<file path="config.mk">
export PLATFORM = sky130hd
export DESIGN_NAME = otc_osc_ctrl
export DESIGN_NICKNAME = d
export VERILOG_FILES = /design/src/rtl/otc_pkg.sv /design/src/rtl/otc_startup_counter.sv /design/src/rtl/otc_clock_divider.sv /design/src/rtl/otc_osc_ctrl.sv
export SDC_FILE = /design/constraint.sdc
export NUM_CORES = 1
export LEC_CHECK = 0
export BUFFER_PORTS_ARGS = -buffer_cell sky130_fd_sc_hd__buf_2
export CAP_MARGIN = 20
export CELL_PAD_IN_SITES_DETAIL_PLACEMENT = 0
export CELL_PAD_IN_SITES_GLOBAL_PLACEMENT = 1
export CORE_MARGIN = 5
export CORE_UTILIZATION = 40
export DETAILED_ROUTE_END_ITERATION = 10
export PLACE_DENSITY_LB_ADDON = 0.25
export SYNTH_ARGS = -nofsm -noshare
export SYNTH_HDL_FRONTEND = slang
export SYNTH_SLANG_ARGS = --single-unit
</file>
<file path="constraint.sdc">
create_clock -name clk_in -period 3 [get_ports clk_in]
set_clock_uncertainty 0.05 [all_clocks]
set_input_delay 0 -clock clk_in [delete_from_list [all_inputs] [get_ports clk_in]]
set_output_delay 0 -clock clk_in [all_outputs]
set_load 0.01 [all_outputs]
</file>
<file path="src/rtl/otc_pkg.sv">
// Constants and types for the oscillator trim and start-up control block
// Function
// - Trim is six-bit signed, software writable, zero default
// - Zero calibrated; max positive fastest, most negative slowest
// - Trim write slews oscillator; execution continues, no flag
// - Trim bits seven and six read zero
// - Crystal modes count 1024 input oscillations before release
// - Count after power-on/power-up delay, and each wake-up
// - Core held, counter frozen during start-up count
// - External clock drives crystal input; output pin freed
// - External clock mode skips start-up count entirely
// - Fully static: stopped clock keeps all state
// - Crystal modes select low, medium, high gain
// - RC mode drives output pin with clock/4
// - RC-with-io mode frees output pin as I/O
// - Trim cleared on power-on/brown-out, else kept
// - Clock source chosen by configuration select field
package otc_pkg;

	// ----------------------------------------------------------------
	// Register map
	// ----------------------------------------------------------------
	localparam int          ADDR_W      = 2;
	localparam int          DATA_W      = 8;
	localparam logic [1:0]  TRIM_ADDR   = 2'h0;
	localparam logic [1:0]  CTRL_ADDR   = 2'h1;
	localparam logic [1:0]  STAT_ADDR   = 2'h2;

	// ----------------------------------------------------------------
	// Fields and reset values
	// ----------------------------------------------------------------
	localparam int          TRIM_W      = 6;
	localparam logic [5:0]  TRIM_RST    = 6'h00;
	localparam int          INTERNAL_FREQUENCY_SELECT_LSB    = 4;
	localparam logic [1:0]  INTERNAL_FREQUENCY_SELECT_RST    = 2'h2;
	localparam int          LOCK_BIT    = 3;
	localparam int          STABLE_BIT  = 2;
	localparam int          BUSY_BIT    = 3;

	// ----------------------------------------------------------------
	// Timing
	// ----------------------------------------------------------------
	localparam int          STARTUP_COUNT  = 1024;
	localparam int          QUARTER_DIV    = 4;
	localparam int          CLK_PERIOD_PS  = 5000;
	localparam int          STEP_TIME_NS   = 1000;
	localparam int          STEP_CYCLES    = (STEP_TIME_NS * 1000) / CLK_PERIOD_PS;

	// ----------------------------------------------------------------
	// Amplifier gain codes
	// ----------------------------------------------------------------
	localparam logic [1:0]  GAIN_OFF    = 2'h0;
	localparam logic [1:0]  GAIN_LOW    = 2'h1;
	localparam logic [1:0]  GAIN_MED    = 2'h2;
	localparam logic [1:0]  GAIN_HIGH   = 2'h3;

	// ----------------------------------------------------------------
	// Types
	// ----------------------------------------------------------------
	typedef enum logic [2:0] {
		MODE_LOW_XTAL,
		MODE_MED_XTAL,
		MODE_HIGH_XTAL,
		MODE_EXT_CLK,
		MODE_INT_IO,
		MODE_INT_QUARTER_CLOCK_OUTPUT,
		MODE_RC_IO,
		MODE_RC_QUARTER_CLOCK_OUTPUT
	} otc_mode_t;

	typedef enum logic [1:0] {
		SEQ_POWER_UP,
		SEQ_START_UP,
		SEQ_RUN
	} otc_seq_t;

	typedef enum logic {
		CNT_IDLE,
		CNT_BUSY
	} otc_cnt_t;

endpackage : otc_pkg

</file>
<file path="src/rtl/otc_startup_counter.sv">
// Start-up cycle counter that gates release after oscillator start
`timescale 1ns/10ps
module otc_startup_counter #(
	parameter int COUNT = otc_pkg::STARTUP_COUNT
) (
	// Clock and reset
	input  wire logic clk_in,
	input  wire logic srst_in,
	// Control
	input  wire logic start_in,
	input  wire logic osc_edge_in,
	// Status
	output logic      busy_out,
	output logic      done_out
);

	localparam int CW = $clog2(COUNT + 1);

	otc_pkg::otc_cnt_t state_q, state_d;
	logic [CW-1:0]     cnt_q, cnt_d;
	logic              done_q, done_d;

	// ----------------------------------------------------------------
	// Counting
	// ----------------------------------------------------------------
	always_comb begin
		state_d = state_q;
		cnt_d   = cnt_q;
		done_d  = 1'b0;
		case (state_q)
			otc_pkg::CNT_IDLE: begin
				cnt_d = cnt_q;
			end
			otc_pkg::CNT_BUSY: begin
				// No edges means no progress, nothing times out
				if (osc_edge_in) begin
					cnt_d = cnt_q + CW'(1);
					if (cnt_q == CW'(COUNT - 1)) begin
						state_d = otc_pkg::CNT_IDLE;
						done_d  = 1'b1;
					end
				end
			end
			default: state_d = otc_pkg::CNT_IDLE;
		endcase
		// A new trigger always starts from scratch
		if (start_in) begin
			state_d = otc_pkg::CNT_BUSY;
			cnt_d   = '0;
			done_d  = 1'b0;
		end
	end

	always_ff @(posedge clk_in) begin
		if (srst_in) begin
			state_q <= otc_pkg::CNT_IDLE;
			cnt_q   <= '0;
			done_q  <= 1'b0;
		end else begin
			state_q <= state_d;
			cnt_q   <= cnt_d;
			done_q  <= done_d;
		end
	end

	assign busy_out = (state_q == otc_pkg::CNT_BUSY);
	assign done_out = done_q;
endmodule : otc_startup_counter

</file>
<file path="src/rtl/otc_clock_divider.sv">
// Divider of oscillator edge pulses into a slower square wave
`timescale 1ns/10ps
module otc_clock_divider #(
	parameter int DIV = otc_pkg::QUARTER_DIV
) (
	// Clock and reset
	input  wire logic clk_in,
	input  wire logic srst_in,
	// Edge enable
	input  wire logic osc_edge_in,
	// Divided clock
	output logic      div_clk_out
);

	localparam int HALF = DIV / 2;
	localparam int CW   = (HALF > 1) ? $clog2(HALF) : 1;

	logic [CW-1:0] cnt_q, cnt_d;
	logic          out_q, out_d;

	// ----------------------------------------------------------------
	// Toggle every half period of oscillator edges
	// ----------------------------------------------------------------
	always_comb begin
		cnt_d = cnt_q;
		out_d = out_q;
		if (osc_edge_in) begin
			if (cnt_q == CW'(HALF - 1)) begin
				cnt_d = '0;
				out_d = ~out_q;
			end else begin
				cnt_d = cnt_q + CW'(1);
			end
		end
	end

	always_ff @(posedge clk_in) begin
		if (srst_in) begin
			cnt_q <= '0;
			out_q <= 1'b0;
		end else begin
			cnt_q <= cnt_d;
			out_q <= out_d;
		end
	end

	assign div_clk_out = out_q;
endmodule : otc_clock_divider

</file>
<file path="src/rtl/otc_osc_ctrl.sv">
// Oscillator trim, start-up sequencing and pin control top level
`timescale 1ns/10ps
module otc_osc_ctrl #(
	parameter int STARTUP_COUNT = otc_pkg::STARTUP_COUNT,
	parameter int STEP_CYCLES   = otc_pkg::STEP_CYCLES
) (
	// Clock and power-on reset
	input  wire logic        clk_in,
	input  wire logic        srst_in,
	// Other reset sources and events
	input  wire logic        bor_in,
	input  wire logic        other_rst_in,
	input  wire logic        wake_in,
	input  wire logic        power_up_delay_timer_en_in,
	input  wire logic        power_up_delay_timer_done_in,
	// Configuration word select field
	input  wire logic [2:0]  mode_cfg_in,
	// Register port
	input  wire logic [1:0]  addr_in,
	input  wire logic [7:0]  wdata_in,
	input  wire logic        wr_in,
	input  wire logic        rd_in,
	output logic      [7:0]  rdata_out,
	// Internal oscillator status and controls
	input  wire logic        int_locked_in,
	input  wire logic        int_stable_in,
	output logic      [5:0]  trim_value_out,
	output logic      [1:0]  int_freq_sel_out,
	// Crystal input activity, one pulse per oscillation
	input  wire logic        osc_edge_in,
	// Core control
	output logic             core_hold_out,
	output logic      [1:0]  amp_gain_out,
	output logic             cin_gpio_out,
	// Crystal output pin
	input  wire logic        cout_in,
	output logic             cout_out,
	output logic             cout_oe_out,
	output logic             cout_gpio_rd_out,
	// Port logic for the crystal output pin as I/O
	input  wire logic        gpio_out_in,
	input  wire logic        gpio_oe_in
);

	otc_pkg::otc_mode_t mode;
	otc_pkg::otc_seq_t  seq_q, seq_d;
	logic        is_xtal, is_pin_io, is_quarter;
	logic [5:0]  trim_q, trim_d;
	logic [5:0]  applied_q, applied_d;
	logic [1:0]  internal_frequency_select_q, internal_frequency_select_d;
	logic [7:0]  rdata_q, rdata_d;
	logic [$clog2(STEP_CYCLES)-1:0] tick_q, tick_d;
	logic        step_en;
	logic        start_req;
	logic        cnt_busy, cnt_done;
	logic        quarter_clk;

	// ----------------------------------------------------------------
	// Mode decode
	// ----------------------------------------------------------------
	assign mode       = otc_pkg::otc_mode_t'(mode_cfg_in);
	assign is_xtal    = (mode == otc_pkg::MODE_LOW_XTAL) || (mode == otc_pkg::MODE_MED_XTAL)
		|| (mode == otc_pkg::MODE_HIGH_XTAL);
	assign is_quarter = (mode == otc_pkg::MODE_RC_QUARTER_CLOCK_OUTPUT) || (mode == otc_pkg::MODE_INT_QUARTER_CLOCK_OUTPUT);
	assign is_pin_io  = (mode == otc_pkg::MODE_EXT_CLK) || (mode == otc_pkg::MODE_RC_IO)
		|| (mode == otc_pkg::MODE_INT_IO);

	always_comb begin
		case (mode)
			otc_pkg::MODE_LOW_XTAL:  amp_gain_out = otc_pkg::GAIN_LOW;
			otc_pkg::MODE_MED_XTAL:  amp_gain_out = otc_pkg::GAIN_MED;
			otc_pkg::MODE_HIGH_XTAL: amp_gain_out = otc_pkg::GAIN_HIGH;
			default:                 amp_gain_out = otc_pkg::GAIN_OFF;
		endcase
	end

	// ----------------------------------------------------------------
	// Pins
	// ----------------------------------------------------------------
	// Crystal input is only free when the internal oscillator runs the core
	assign cin_gpio_out = (mode == otc_pkg::MODE_INT_IO) || (mode == otc_pkg::MODE_INT_QUARTER_CLOCK_OUTPUT);

	always_comb begin
		if (is_quarter) begin
			cout_out    = quarter_clk;
			cout_oe_out = 1'b1;
		end else if (is_pin_io) begin
			cout_out    = gpio_out_in;
			cout_oe_out = gpio_oe_in;
		end else begin
			// Crystal modes: the amplifier owns the pin
			cout_out    = 1'b0;
			cout_oe_out = 1'b0;
		end
	end

	assign cout_gpio_rd_out = is_pin_io & cout_in;

	otc_clock_divider #(
		.DIV         (otc_pkg::QUARTER_DIV)
	) u_quarter (
		.clk_in      (clk_in),
		.srst_in     (srst_in),
		.osc_edge_in (osc_edge_in),
		.div_clk_out (quarter_clk)
	);

	// ----------------------------------------------------------------
	// Start-up sequence
	// ----------------------------------------------------------------
	always_comb begin
		seq_d     = seq_q;
		start_req = 1'b0;
		case (seq_q)
			otc_pkg::SEQ_POWER_UP: begin
				if (!power_up_delay_timer_en_in || power_up_delay_timer_done_in) begin
					if (is_xtal) begin
						start_req = 1'b1;
						seq_d     = otc_pkg::SEQ_START_UP;
					end else begin
						seq_d     = otc_pkg::SEQ_RUN;
					end
				end
			end
			otc_pkg::SEQ_START_UP: begin
				if (wake_in) begin
					start_req = 1'b1;
				end else if (cnt_done) begin
					seq_d = otc_pkg::SEQ_RUN;
				end
			end
			otc_pkg::SEQ_RUN: begin
				if (wake_in && is_xtal) begin
					start_req = 1'b1;
					seq_d     = otc_pkg::SEQ_START_UP;
				end
			end
			default: seq_d = otc_pkg::SEQ_POWER_UP;
		endcase
		if (bor_in) begin
			seq_d     = otc_pkg::SEQ_POWER_UP;
			start_req = 1'b0;
		end
	end

	always_ff @(posedge clk_in) begin
		if (srst_in) begin
			seq_q <= otc_pkg::SEQ_POWER_UP;
		end else begin
			seq_q <= seq_d;
		end
	end

	// Program counter and execution stall until released
	assign core_hold_out = (seq_q != otc_pkg::SEQ_RUN);

	otc_startup_counter #(
		.COUNT       (STARTUP_COUNT)
	) u_startup (
		.clk_in      (clk_in),
		.srst_in     (srst_in),
		.start_in    (start_req),
		.osc_edge_in (osc_edge_in),
		.busy_out    (cnt_busy),
		.done_out    (cnt_done)
	);

	// ----------------------------------------------------------------
	// Registers
	// ----------------------------------------------------------------
	always_comb begin
		trim_d = trim_q;
		internal_frequency_select_d = internal_frequency_select_q;
		if (other_rst_in) begin
			internal_frequency_select_d = otc_pkg::INTERNAL_FREQUENCY_SELECT_RST;
		end else if (wr_in && addr_in == otc_pkg::TRIM_ADDR) begin
			trim_d = wdata_in[otc_pkg::TRIM_W-1:0];
		end else if (wr_in && addr_in == otc_pkg::CTRL_ADDR) begin
			internal_frequency_select_d = wdata_in[otc_pkg::INTERNAL_FREQUENCY_SELECT_LSB +: 2];
		end
		// Brown-out clears trim; other resets leave it alone
		if (bor_in) begin
			trim_d = otc_pkg::TRIM_RST;
			internal_frequency_select_d = otc_pkg::INTERNAL_FREQUENCY_SELECT_RST;
		end
	end

	always_comb begin
		rdata_d = '0;
		if (rd_in) begin
			if (addr_in == otc_pkg::TRIM_ADDR) begin
				rdata_d = {2'h0, trim_q};
			end else if (addr_in == otc_pkg::CTRL_ADDR) begin
				rdata_d[otc_pkg::INTERNAL_FREQUENCY_SELECT_LSB +: 2]  = internal_frequency_select_q;
				rdata_d[otc_pkg::LOCK_BIT]       = int_locked_in;
				rdata_d[otc_pkg::STABLE_BIT]     = int_stable_in;
			end else if (addr_in == otc_pkg::STAT_ADDR) begin
				rdata_d[2:0]                     = mode_cfg_in;
				rdata_d[otc_pkg::BUSY_BIT]       = cnt_busy;
			end else begin
				rdata_d = '0;
			end
		end
	end

	// ----------------------------------------------------------------
	// Trim slew: applied code steps one LSB per tick towards target
	// ----------------------------------------------------------------
	// Gradual steps avoid a frequency jump under running code
	assign step_en = (tick_q == ($clog2(STEP_CYCLES))'(STEP_CYCLES - 1));

	always_comb begin
		tick_d    = step_en ? '0 : tick_q + 1'b1;
		applied_d = applied_q;
		if (step_en) begin
			if ($signed(trim_q) > $signed(applied_q)) begin
				applied_d = applied_q + 6'h01;
			end else if ($signed(trim_q) < $signed(applied_q)) begin
				applied_d = applied_q - 6'h01;
			end
		end
		if (bor_in) begin
			applied_d = otc_pkg::TRIM_RST;
		end
	end

	always_ff @(posedge clk_in) begin
		if (srst_in) begin
			trim_q    <= otc_pkg::TRIM_RST;
			applied_q <= otc_pkg::TRIM_RST;
			internal_frequency_select_q    <= otc_pkg::INTERNAL_FREQUENCY_SELECT_RST;
			rdata_q   <= '0;
			tick_q    <= '0;
		end else begin
			trim_q    <= trim_d;
			applied_q <= applied_d;
			internal_frequency_select_q    <= internal_frequency_select_d;
			rdata_q   <= rdata_d;
			tick_q    <= tick_d;
		end
	end

	// Signed code: zero is calibrated, 6'h1F fastest, 6'h20 slowest
	assign trim_value_out   = applied_q;
	assign int_freq_sel_out = internal_frequency_select_q;
	assign rdata_out        = rdata_q;
endmodule : otc_osc_ctrl

</file>
==> results.txt, run 1 <==
- Worst max-slew margin expressed relative to the limit: 57.6%
- The number of setup buffers added after CTS is 0.
* Final Cell Area: 2930 um2
- Compared with the post-synthesis result, the final layout area differs by 23.0%.
- After routing, the total negative slack on setup checks comes to 0 ps.
- Dividing the synthesized area by the synthesized cell count gives 8.59 um2.
* Share of total power in sequential cells: 52.1%
- 0 antenna diodes ended up in the layout.
- The routed design uses 2.28 mm of met2 wire.
- The final layout contains routed wiring with a total length of 5.08 mm.
- The tightest min-delay check is of the in2reg type.
- During I/O placement, the number of pins put on the boundary was 51.
- Post-synthesis mux area share: 7.21%
- Via count of the first global-routing pass: 1974
- For the worst-skew pair, the clock arrives at the later sink with an insertion delay of 290 ps.
- The top cell type by area accounts for 37.9% of the synthesized area.
- Antenna violations before repair: 0
- Setup crit start kind: register
- The final-report hold violation count came to 0.
- Post-detailed-placement half-perimeter wirelength: 3.90 mm
* Clk sinks: 45
- Entering global routing, the biggest net connects 16 pins.
- Core region area: 5850 um2
* Worst path arrival time: 2960 ps
* Row cnt: 28
* Overall power: 1.19 mW
- At the pin with the least slew margin, the transition time is 630 ps.
- The synthesized design contains 45 register bits.
- Setup repair after global routing missed its margin: false
* CTS buffer count: 5
* Routability Congestion: 0.795
- Width of the die: 87.1 um
* Most repeated cell in the gate-level netlist after synthesis: dfxtp_1
- Post-DR vias/cell: 4.85
- The flow ran to the end, and the final reports show no timing, DRC or antenna violations.
* Metal1 wirelength: 2.48 mm
* Final-report max-slew violation count: 0
* Total power divided by cell area: 407 nW/um2
- Per report_power, the combinational group accounts for 11.2% of the total.
* Starting density of the core: 40.7%
* Simple-gate share of the synthesized area: 23.0%
* Clock Root Buffer: clkbuf_8
- Maximum count of clock buffers along a single path: 2
- Top layer reached by signal wires: met4
- Nets: 379
* Endpoint of the worst setup timing path: trim_value_out[5]
- The H-tree was split into 2 levels.
* Critical Path Fanout Max: 4
- Fraction of final layout cells sized beyond drive strength 1: 20.5%
- Synth async-reset ratio: 0%
- The setup check on the worst reg-to-reg path leaves a slack of 170 ps.
* Average routed wire per standard cell: 12.3 um
* Total cell area at the placement stage: 2690 um2
* Hold WS: 21.6 ps
- Internal power comes to 0.914 mW.
* Global routing usage summed across all routing layers: 14.1%
- Highest clock frequency the design can meet: 354 MHz
- Cell type contributing the most total cell area after synthesis: dfxtp_1
- After synthesis, the largest family of logic cells by area is simple AND/OR/NAND/NOR gates.
* Leakage dissipation: 1.28 nW
- Adder and majority gate portion of the synthesized area: 7.68%
* Path type of the worst setup path: reg2reg
* Start of the worst register-to-register path: trim_value_out[3]
- Subtracting the final worst setup slack from the clock period gives 2830 ps.
- TritonCTS built the clock tree.
- Remaining number of nets flagged by the antenna check after routing: 0
* Residual DRC count: 0
- Wire segments on met3 add up to 256 um in the final route.
* Count of flip-flops with a built-in enable after synthesis: 0
- Synth warn: 0
* Complex-gate fraction of the synthesized area: 12.0%
- Of the total power, the clock network draws 36.6%.
* Total of fill cells in the finished design: 588
* Iteration-0 DRC Markers: 55
- GR Overflow Total: 0
- Post-route core utilization: 50.0%
- Among all flip-flop cells after synthesis, the most frequent one is dfxtp_1.
* Vias: 1997
* Synthesized instance count: 277
* Clock slew at reported path FFs: 80 ps
- Die Area: 7590 um2
- Counting instances in the post-synthesis netlist gives the leading cell types as dfxtp_1 (45), nor2_1 (42), nand2_1 (19).
- Critical Path RT: 3140 ps
- Type of element capturing the critical path: register
- Endpoint of the worst register-to-register path: trim_value_out[5]
- In this run the cell area of the synthesized design comes to 2380 um2.
- IO buf count: 46
- Global-route wire length before repair: 8.74 mm
- The tool flagged a number of max-cap violations equal to 0.
- Sequential-to-total area share from yosys stat: 37.9%
* Largest cells by area after synthesis: dfxtp_1 (38%), ha_1 (6.8%), mux2i_1 (6.7%)
- Post-synth cell types: 45
* Die Span Y: 87.1 um
- The final critical path takes up 94.3% of the cycle.
* Initial DRT Pass Iterations: 6
- Net switching power of the design: 0.279 mW
- Critical path startpoint: trim_value_out[3]
- The worst-case IR drop observed on VDD is 240 uV.
- Of the total power, the share spent switching nets is 23.4%.
- Xor and xnor fraction of the mapped netlist area: 7.36%
- For the worst flop-to-flop path, the logic depth is 13.
- Final setup viols: 0
==> logic make-up (layout without fill, tap and decap cells) <==
group | count (synthesis) | count (layout)
other | 1 | 2
buffers and inverters | 26 | 85
xor gates and xnor gates | 20 | 20
muxes | 17 | 17
DFF | 45 | 45
AOI/OAI and AO/OA | 46 | 46
and+or+nand+nor | 108 | 108
adders and majority gates | 14 | 14
==> routing by layer <==
layer,up-vias,global-route usage [%]
li1,1063,-
met1,890,18.5
met2,38,23.1
met3,6,3.12
met4,0,4.18
met5,-,0
==> sequential cells by signal (all words and copies together), names as in the netlist <==
| signal | cells |
|---|---|
| u_startup.cnt_q | 11 |
| tick_q | 8 |
| rdata_out | 6 |
| trim_q | 6 |
| trim_value_out | 6 |
| int_freq_sel_out | 2 |
| seq_q | 2 |
| u_quarter.cnt_q | 1 |
| u_quarter.div_clk_out | 1 |
| u_startup.busy_out | 1 |
| u_startup.done_out | 1 |
==> power by group through the flow <==
| stage | clock network, mW | registers (mW) | logic (mW) |
|---|---|---|---|
| floorplan | 0 | 0.632 | 0.0862 |
| global placement | 0 | 0.636 | 0.123 |
| detailed placement | 0 | 0.636 | 0.124 |
| CTS | 0.457 | 0.622 | 0.135 |
| global route | 0.479 | 0.624 | 0.152 |
| finish | 0.437 | 0.622 | 0.134 |
==> timing repair <==
item / in CTS / in global routing
resized for setup: 0 / 3
hold endpoints to repair: 15 / 0
setup endpoints to repair: 0 / 2
hold buffers: 12 / 0
==> cell type report <==
| cell class | instances | area, um2 | area share (%) |
|---|---|---|---|
| timing repair buffer | 63 | 388 | 13.3 |
| multi-input combinational | 207 | 1380 | 47.3 |
| inverter | 15 | 56.3 | 1.92 |
| tap | 75 | 93.8 | 3.21 |
| clock buffer | 5 | 68.8 | 2.35 |
| sequential | 45 | 901 | 30.8 |
| clock inverter | 2 | 35.0 | 1.20 |
==> worst max-delay path, cell delays in order (launching register included) <==
cell     delay (ps)
dfxtp_1         390
inv_1            70
ha_1            290
and4_1          210
o21ai_0         120
a41oi_2         200
nand2_2         120
buf_4           160
ha_1            280
nand3_1         100
a21oi_1         100
o211a_1         230
mux2_1          310
mux2i_1         120
==> through the flow <==
step,instances,worst slack [ps]
after floorplan,278,163
after global placement,393,105
after detailed placement,393,56.1
after CTS,412,38.8
after global routing,412,8.53
final,412,172
==> placed cells by master (no fill, tap or decap), types with 2 or more instances in the layout <==
| master | netlist | layout |
|---|---|---|
| a21o_1 | 4 | 4 |
| a21oi_1 | 17 | 16 |
| a22o_1 | 2 | 2 |
| a31oi_1 | 3 | 3 |
| and3_1 | 3 | 3 |
| buf_2 | 5 | 46 |
| buf_4 | 2 | 5 |
| clkbuf_8 | 0 | 5 |
| conb_1 | 1 | 2 |
| dfxtp_1 | 45 | 45 |
| dlygate4sd3_1 | 0 | 12 |
| ha_1 | 13 | 13 |
| inv_1 | 15 | 15 |
| mux2i_1 | 16 | 16 |
| nand2_1 | 19 | 18 |
| nand2b_1 | 2 | 2 |
| nand3_1 | 11 | 11 |
| nand3b_1 | 2 | 2 |
| nand4_1 | 4 | 4 |
| nor2_1 | 42 | 42 |
| nor2b_1 | 7 | 7 |
| nor3_1 | 7 | 7 |
| o21a_1 | 2 | 2 |
| o21ai_0 | 10 | 10 |
| or2_2 | 2 | 2 |
| xnor2_1 | 7 | 7 |
| xor2_1 | 13 | 13 |
==> how the worst min path moves through the flow <==
stage                         startpoint            to  slack (ps)  depth (start not counted)
after global routing          addr_in[0]  rdata_out[0]          40                          2
after global placement       wdata_in[0]     trim_q[0]         190                          3
after CTS                     addr_in[0]  rdata_out[0]           9                          2
after detailed placement     wdata_in[0]     trim_q[0]         190                          3
after floorplan           mode_cfg_in[1]  cin_gpio_out          -4                          1
final                         addr_in[0]  rdata_out[1]          20                          2
(Power assumes the default switching activity.)
==> run 2: changes to the inputs <==
--- a/config.mk
+++ b/config.mk
@@ -12,7 +12,7 @@
 export CORE_MARGIN = 5
 export CORE_UTILIZATION = 40
 export DETAILED_ROUTE_END_ITERATION = 10
-export PLACE_DENSITY_LB_ADDON = 0.25
+export PLACE_DENSITY = 0.85
 export SYNTH_ARGS = -nofsm -noshare
 export SYNTH_HDL_FRONTEND = slang
 export SYNTH_SLANG_ARGS = --single-unit
==> results.txt, run 2 (same netlist as run 1, synthesis figures left out) <==
- The number of global-route vias before repair came to 1854 (was 1974).
* Number of antenna repair diodes: 0 (unchanged)
- Clock latency of the later-clocked register in the worst-skew pair: 300 ps (was 290 ps)
- Nets: 379 (unchanged)
- The share of cells above drive strength 1 came to 20.7% (was 20.5%).
- Post-detailed-placement half-perimeter wirelength: 3.86 mm (was 3.90 mm)
- Critical Path Fanout Max: 4 (unchanged)
- The timing-limited maximum frequency came to 356 MHz (was 354 MHz).
- The clock period minus final worst setup slack was 2810 ps (was 2830 ps).
- The power density relative to cell area was 384 nW/um2 (was 407 nW/um2).
- Residual DRC count: 0 (unchanged)
- Post-route insts no fill: 413 (was 412)
- The relative slew slack came to 54.5% (was 57.6%).
- Most common library cell in the layout ignoring fill and taps: buf_2 (unchanged)
* CTS buffer count: 5 (unchanged)
* Worst Max-Slew Pin Slew: 676 ps (was 630 ps)
- Antenna violations before repair: 0 (unchanged)
- The wire length of the first global-routing pass came to 8.56 mm (was 8.74 mm).
- Peak ir drop on the vdd network: 186 uV (was 240 uV)
* Vias: 2041 (was 1997)
- Largest registers ranked by flip-flop count: u_startup.cnt_q: 11 flops, tick_q: 8 flops (unchanged)
- Hold Crit Depth: 2 (unchanged)
- Max-cap violation count: 0 (unchanged)
- The clock net sink count came to 45 (unchanged).
* Die Span Y: 87.1 um (unchanged)
- Post-CTS Setup Inserts: 0 (unchanged)
* Part of the cycle the worst path needs: 93.6% (was 94.3%)
- The number of iterations in the first detailed-routing pass was 5 (was 6).
- The routed wirelength normalized by instance count is 12.4 um (was 12.3 um).
- The cell leakage power was 1.27 nW (was 1.28 nW).
- Minimum setup slack among reg-to-reg paths: 190 ps (was 170 ps)
* Clock slew at reported path FFs: 80 ps (about the same)
- The register name with the most flops is u_startup.cnt_q (unchanged).
- The number of port buffers is 46 (unchanged).
* Start of the worst register-to-register path: trim_value_out[5] (was trim_value_out[3])
- Min-delay src: addr_in[0] (unchanged)
- Critical path startpoint: trim_value_out[5] (was trim_value_out[3])
- Remaining number of nets flagged by the antenna check after routing: 0 (unchanged)
* TritonCTS clock tree: built (unchanged)
- The global-route usage over all layers was 14.2% (was 14.1%).
* End point of the most critical hold path: rdata_out[1] (unchanged)
- The final hold slack is 18.1 ps (was 21.6 ps).
- The number of flip-flops in the largest register came to 11 (unchanged).
- The routability congestion estimate is 0.775 (was 0.795).
- The post-layout utilization of the core is 49.8% (was 50.0%).
- Total negative slack for setup checks: 0 ps (unchanged)
- Width of the die: 87.1 um (unchanged)
- Row cnt: 28 (unchanged)
- Outcome: finished, final reports clean (unchanged).
- Core region area: 5850 um2 (unchanged)
* Number of cell instances on the worst register-to-register path: 13 (unchanged)
* Pin count of the biggest net entering global routing: 16 (unchanged)
- Final setup viols: 0 (unchanged)
* Final-report max-slew violation count: 0 (unchanged)
- Die Area: 7590 um2 (unchanged)
- GR Overflow Total: 0 (unchanged)
* Synth-to-layout area growth: 22.5% (was 23.0%)
- Endpoint of the worst register-to-register path: trim_value_out[5] (unchanged)
- The classification of the worst-slack hold path was in2reg (unchanged).
* Worst path arrival time: 2950 ps (was 2960 ps)
* Clock Root Buffer: clkbuf_8 (unchanged)
- Path type of the worst setup path: reg2reg (unchanged)
* WL final: 5.13 mm (was 5.08 mm)
- Critical Path RT: 3140 ps (about the same)
- The largest buffer count on any clock path came to 2 (unchanged).
* I/O pin cnt: 51 (unchanged)
- Hold Fails Final Rpt: 0 (unchanged)
- H-tree lvl count: 2 (unchanged)
* Type of element capturing the critical path: register (unchanged)
- Iteration-0 DRC Markers: 79 (was 55)
* Starting density of the core: 40.7% (unchanged)
- Post-DR vias/cell: 4.94 (was 4.85)
* Overall power: 1.12 mW (was 1.19 mW)
- The cell count after placement was 392 (was 393).
- The kind of start point of the critical path is a register (unchanged).
* Commonest cells after routing, fill and taps aside: buf_2 (46), nor2_1 (42), dfxtp_1 (42) (was buf_2 (46), dfxtp_1 (45), nor2_1 (42))
## run 2: cell count changes in the layout (fill, tap and decap cells not counted), sizes merged
cell and delta:
clkbuf +2, clkinvlp +1, clkinv -1, bufinv -1, buf -1, dlygate4sd3 +1
## run 2: critical path: stages (launching register included)
cell and delay [ps]:
dfxtp_1 340, inv_1 60, ha_1 340, and4_1 220, o21ai_1 90, a41oi_2 170, nand2_1 130, buf_4 160
ha_1 290, nand3_1 110, a21oi_1 100, o211a_1 230, mux2_1 300, mux2i_1 120
## run 2: final cells by class
cell class / count / area, um2
multi-input cells: 207 / 1390
clock inverters: 1 / 7.51
clock buffers: 7 / 76.3
fillers: 565 / 2940
flip-flops and latches: 45 / 905
well taps: 75 / 93.8
inverters: 15 / 56.3
repair buffers: 63 / 390
## run 2: worst max-delay path by stage
stage | to | slack, ps | cells after the start
after floorplan | trim_value_out[5] | 160 | 12
after global placement | trim_value_out[5] | 110 | 13
after detailed placement | trim_value_out[5] | 60 | 13
after CTS | trim_value_out[5] | 40 | 13
after global routing | trim_value_out[5] | -0.006 | 13
final | trim_value_out[5] | 190 | 13
## run 2: routing by layer
metal / up-vias / part of all wire, % / GRT usage, %
met5: - / 0 / 0
met4: 0 / 1.4 / 5.02
met3: 5 / 6.6 / 4.07
met2: 48 / 43 / 21.4
met1: 918 / 49 / 19.5
li1: 1070 / - / -
## run 2: power by group
| group | total [mW] | leakage [nW] | internal [mW] | switching [mW] |
|---|---|---|---|---|
| logic | 0.137 | 0.862 | 0.0651 | 0.0721 |
| registers | 0.621 | 0.366 | 0.608 | 0.0124 |
| clock network | 0.361 | 0.0385 | 0.165 | 0.196 |
| total | 1.12 | 1.27 | 0.838 | 0.281 |
## run 2: per-stage QoR
step,area (um2),setup WS (ps)
after floorplan,2380,163
after global placement,2680,110
after global routing,2910,-0.00555
after CTS,2900,42.0
after detailed placement,2680,58.5
final,2910,191
## run 2: repair_timing
action                                  4_1_cts  5_1_grt
gates resized for setup                       0        7
endpoints found under the hold margin        15        0
endpoints found under the setup margin        0        2
hold buffers                                 13        0
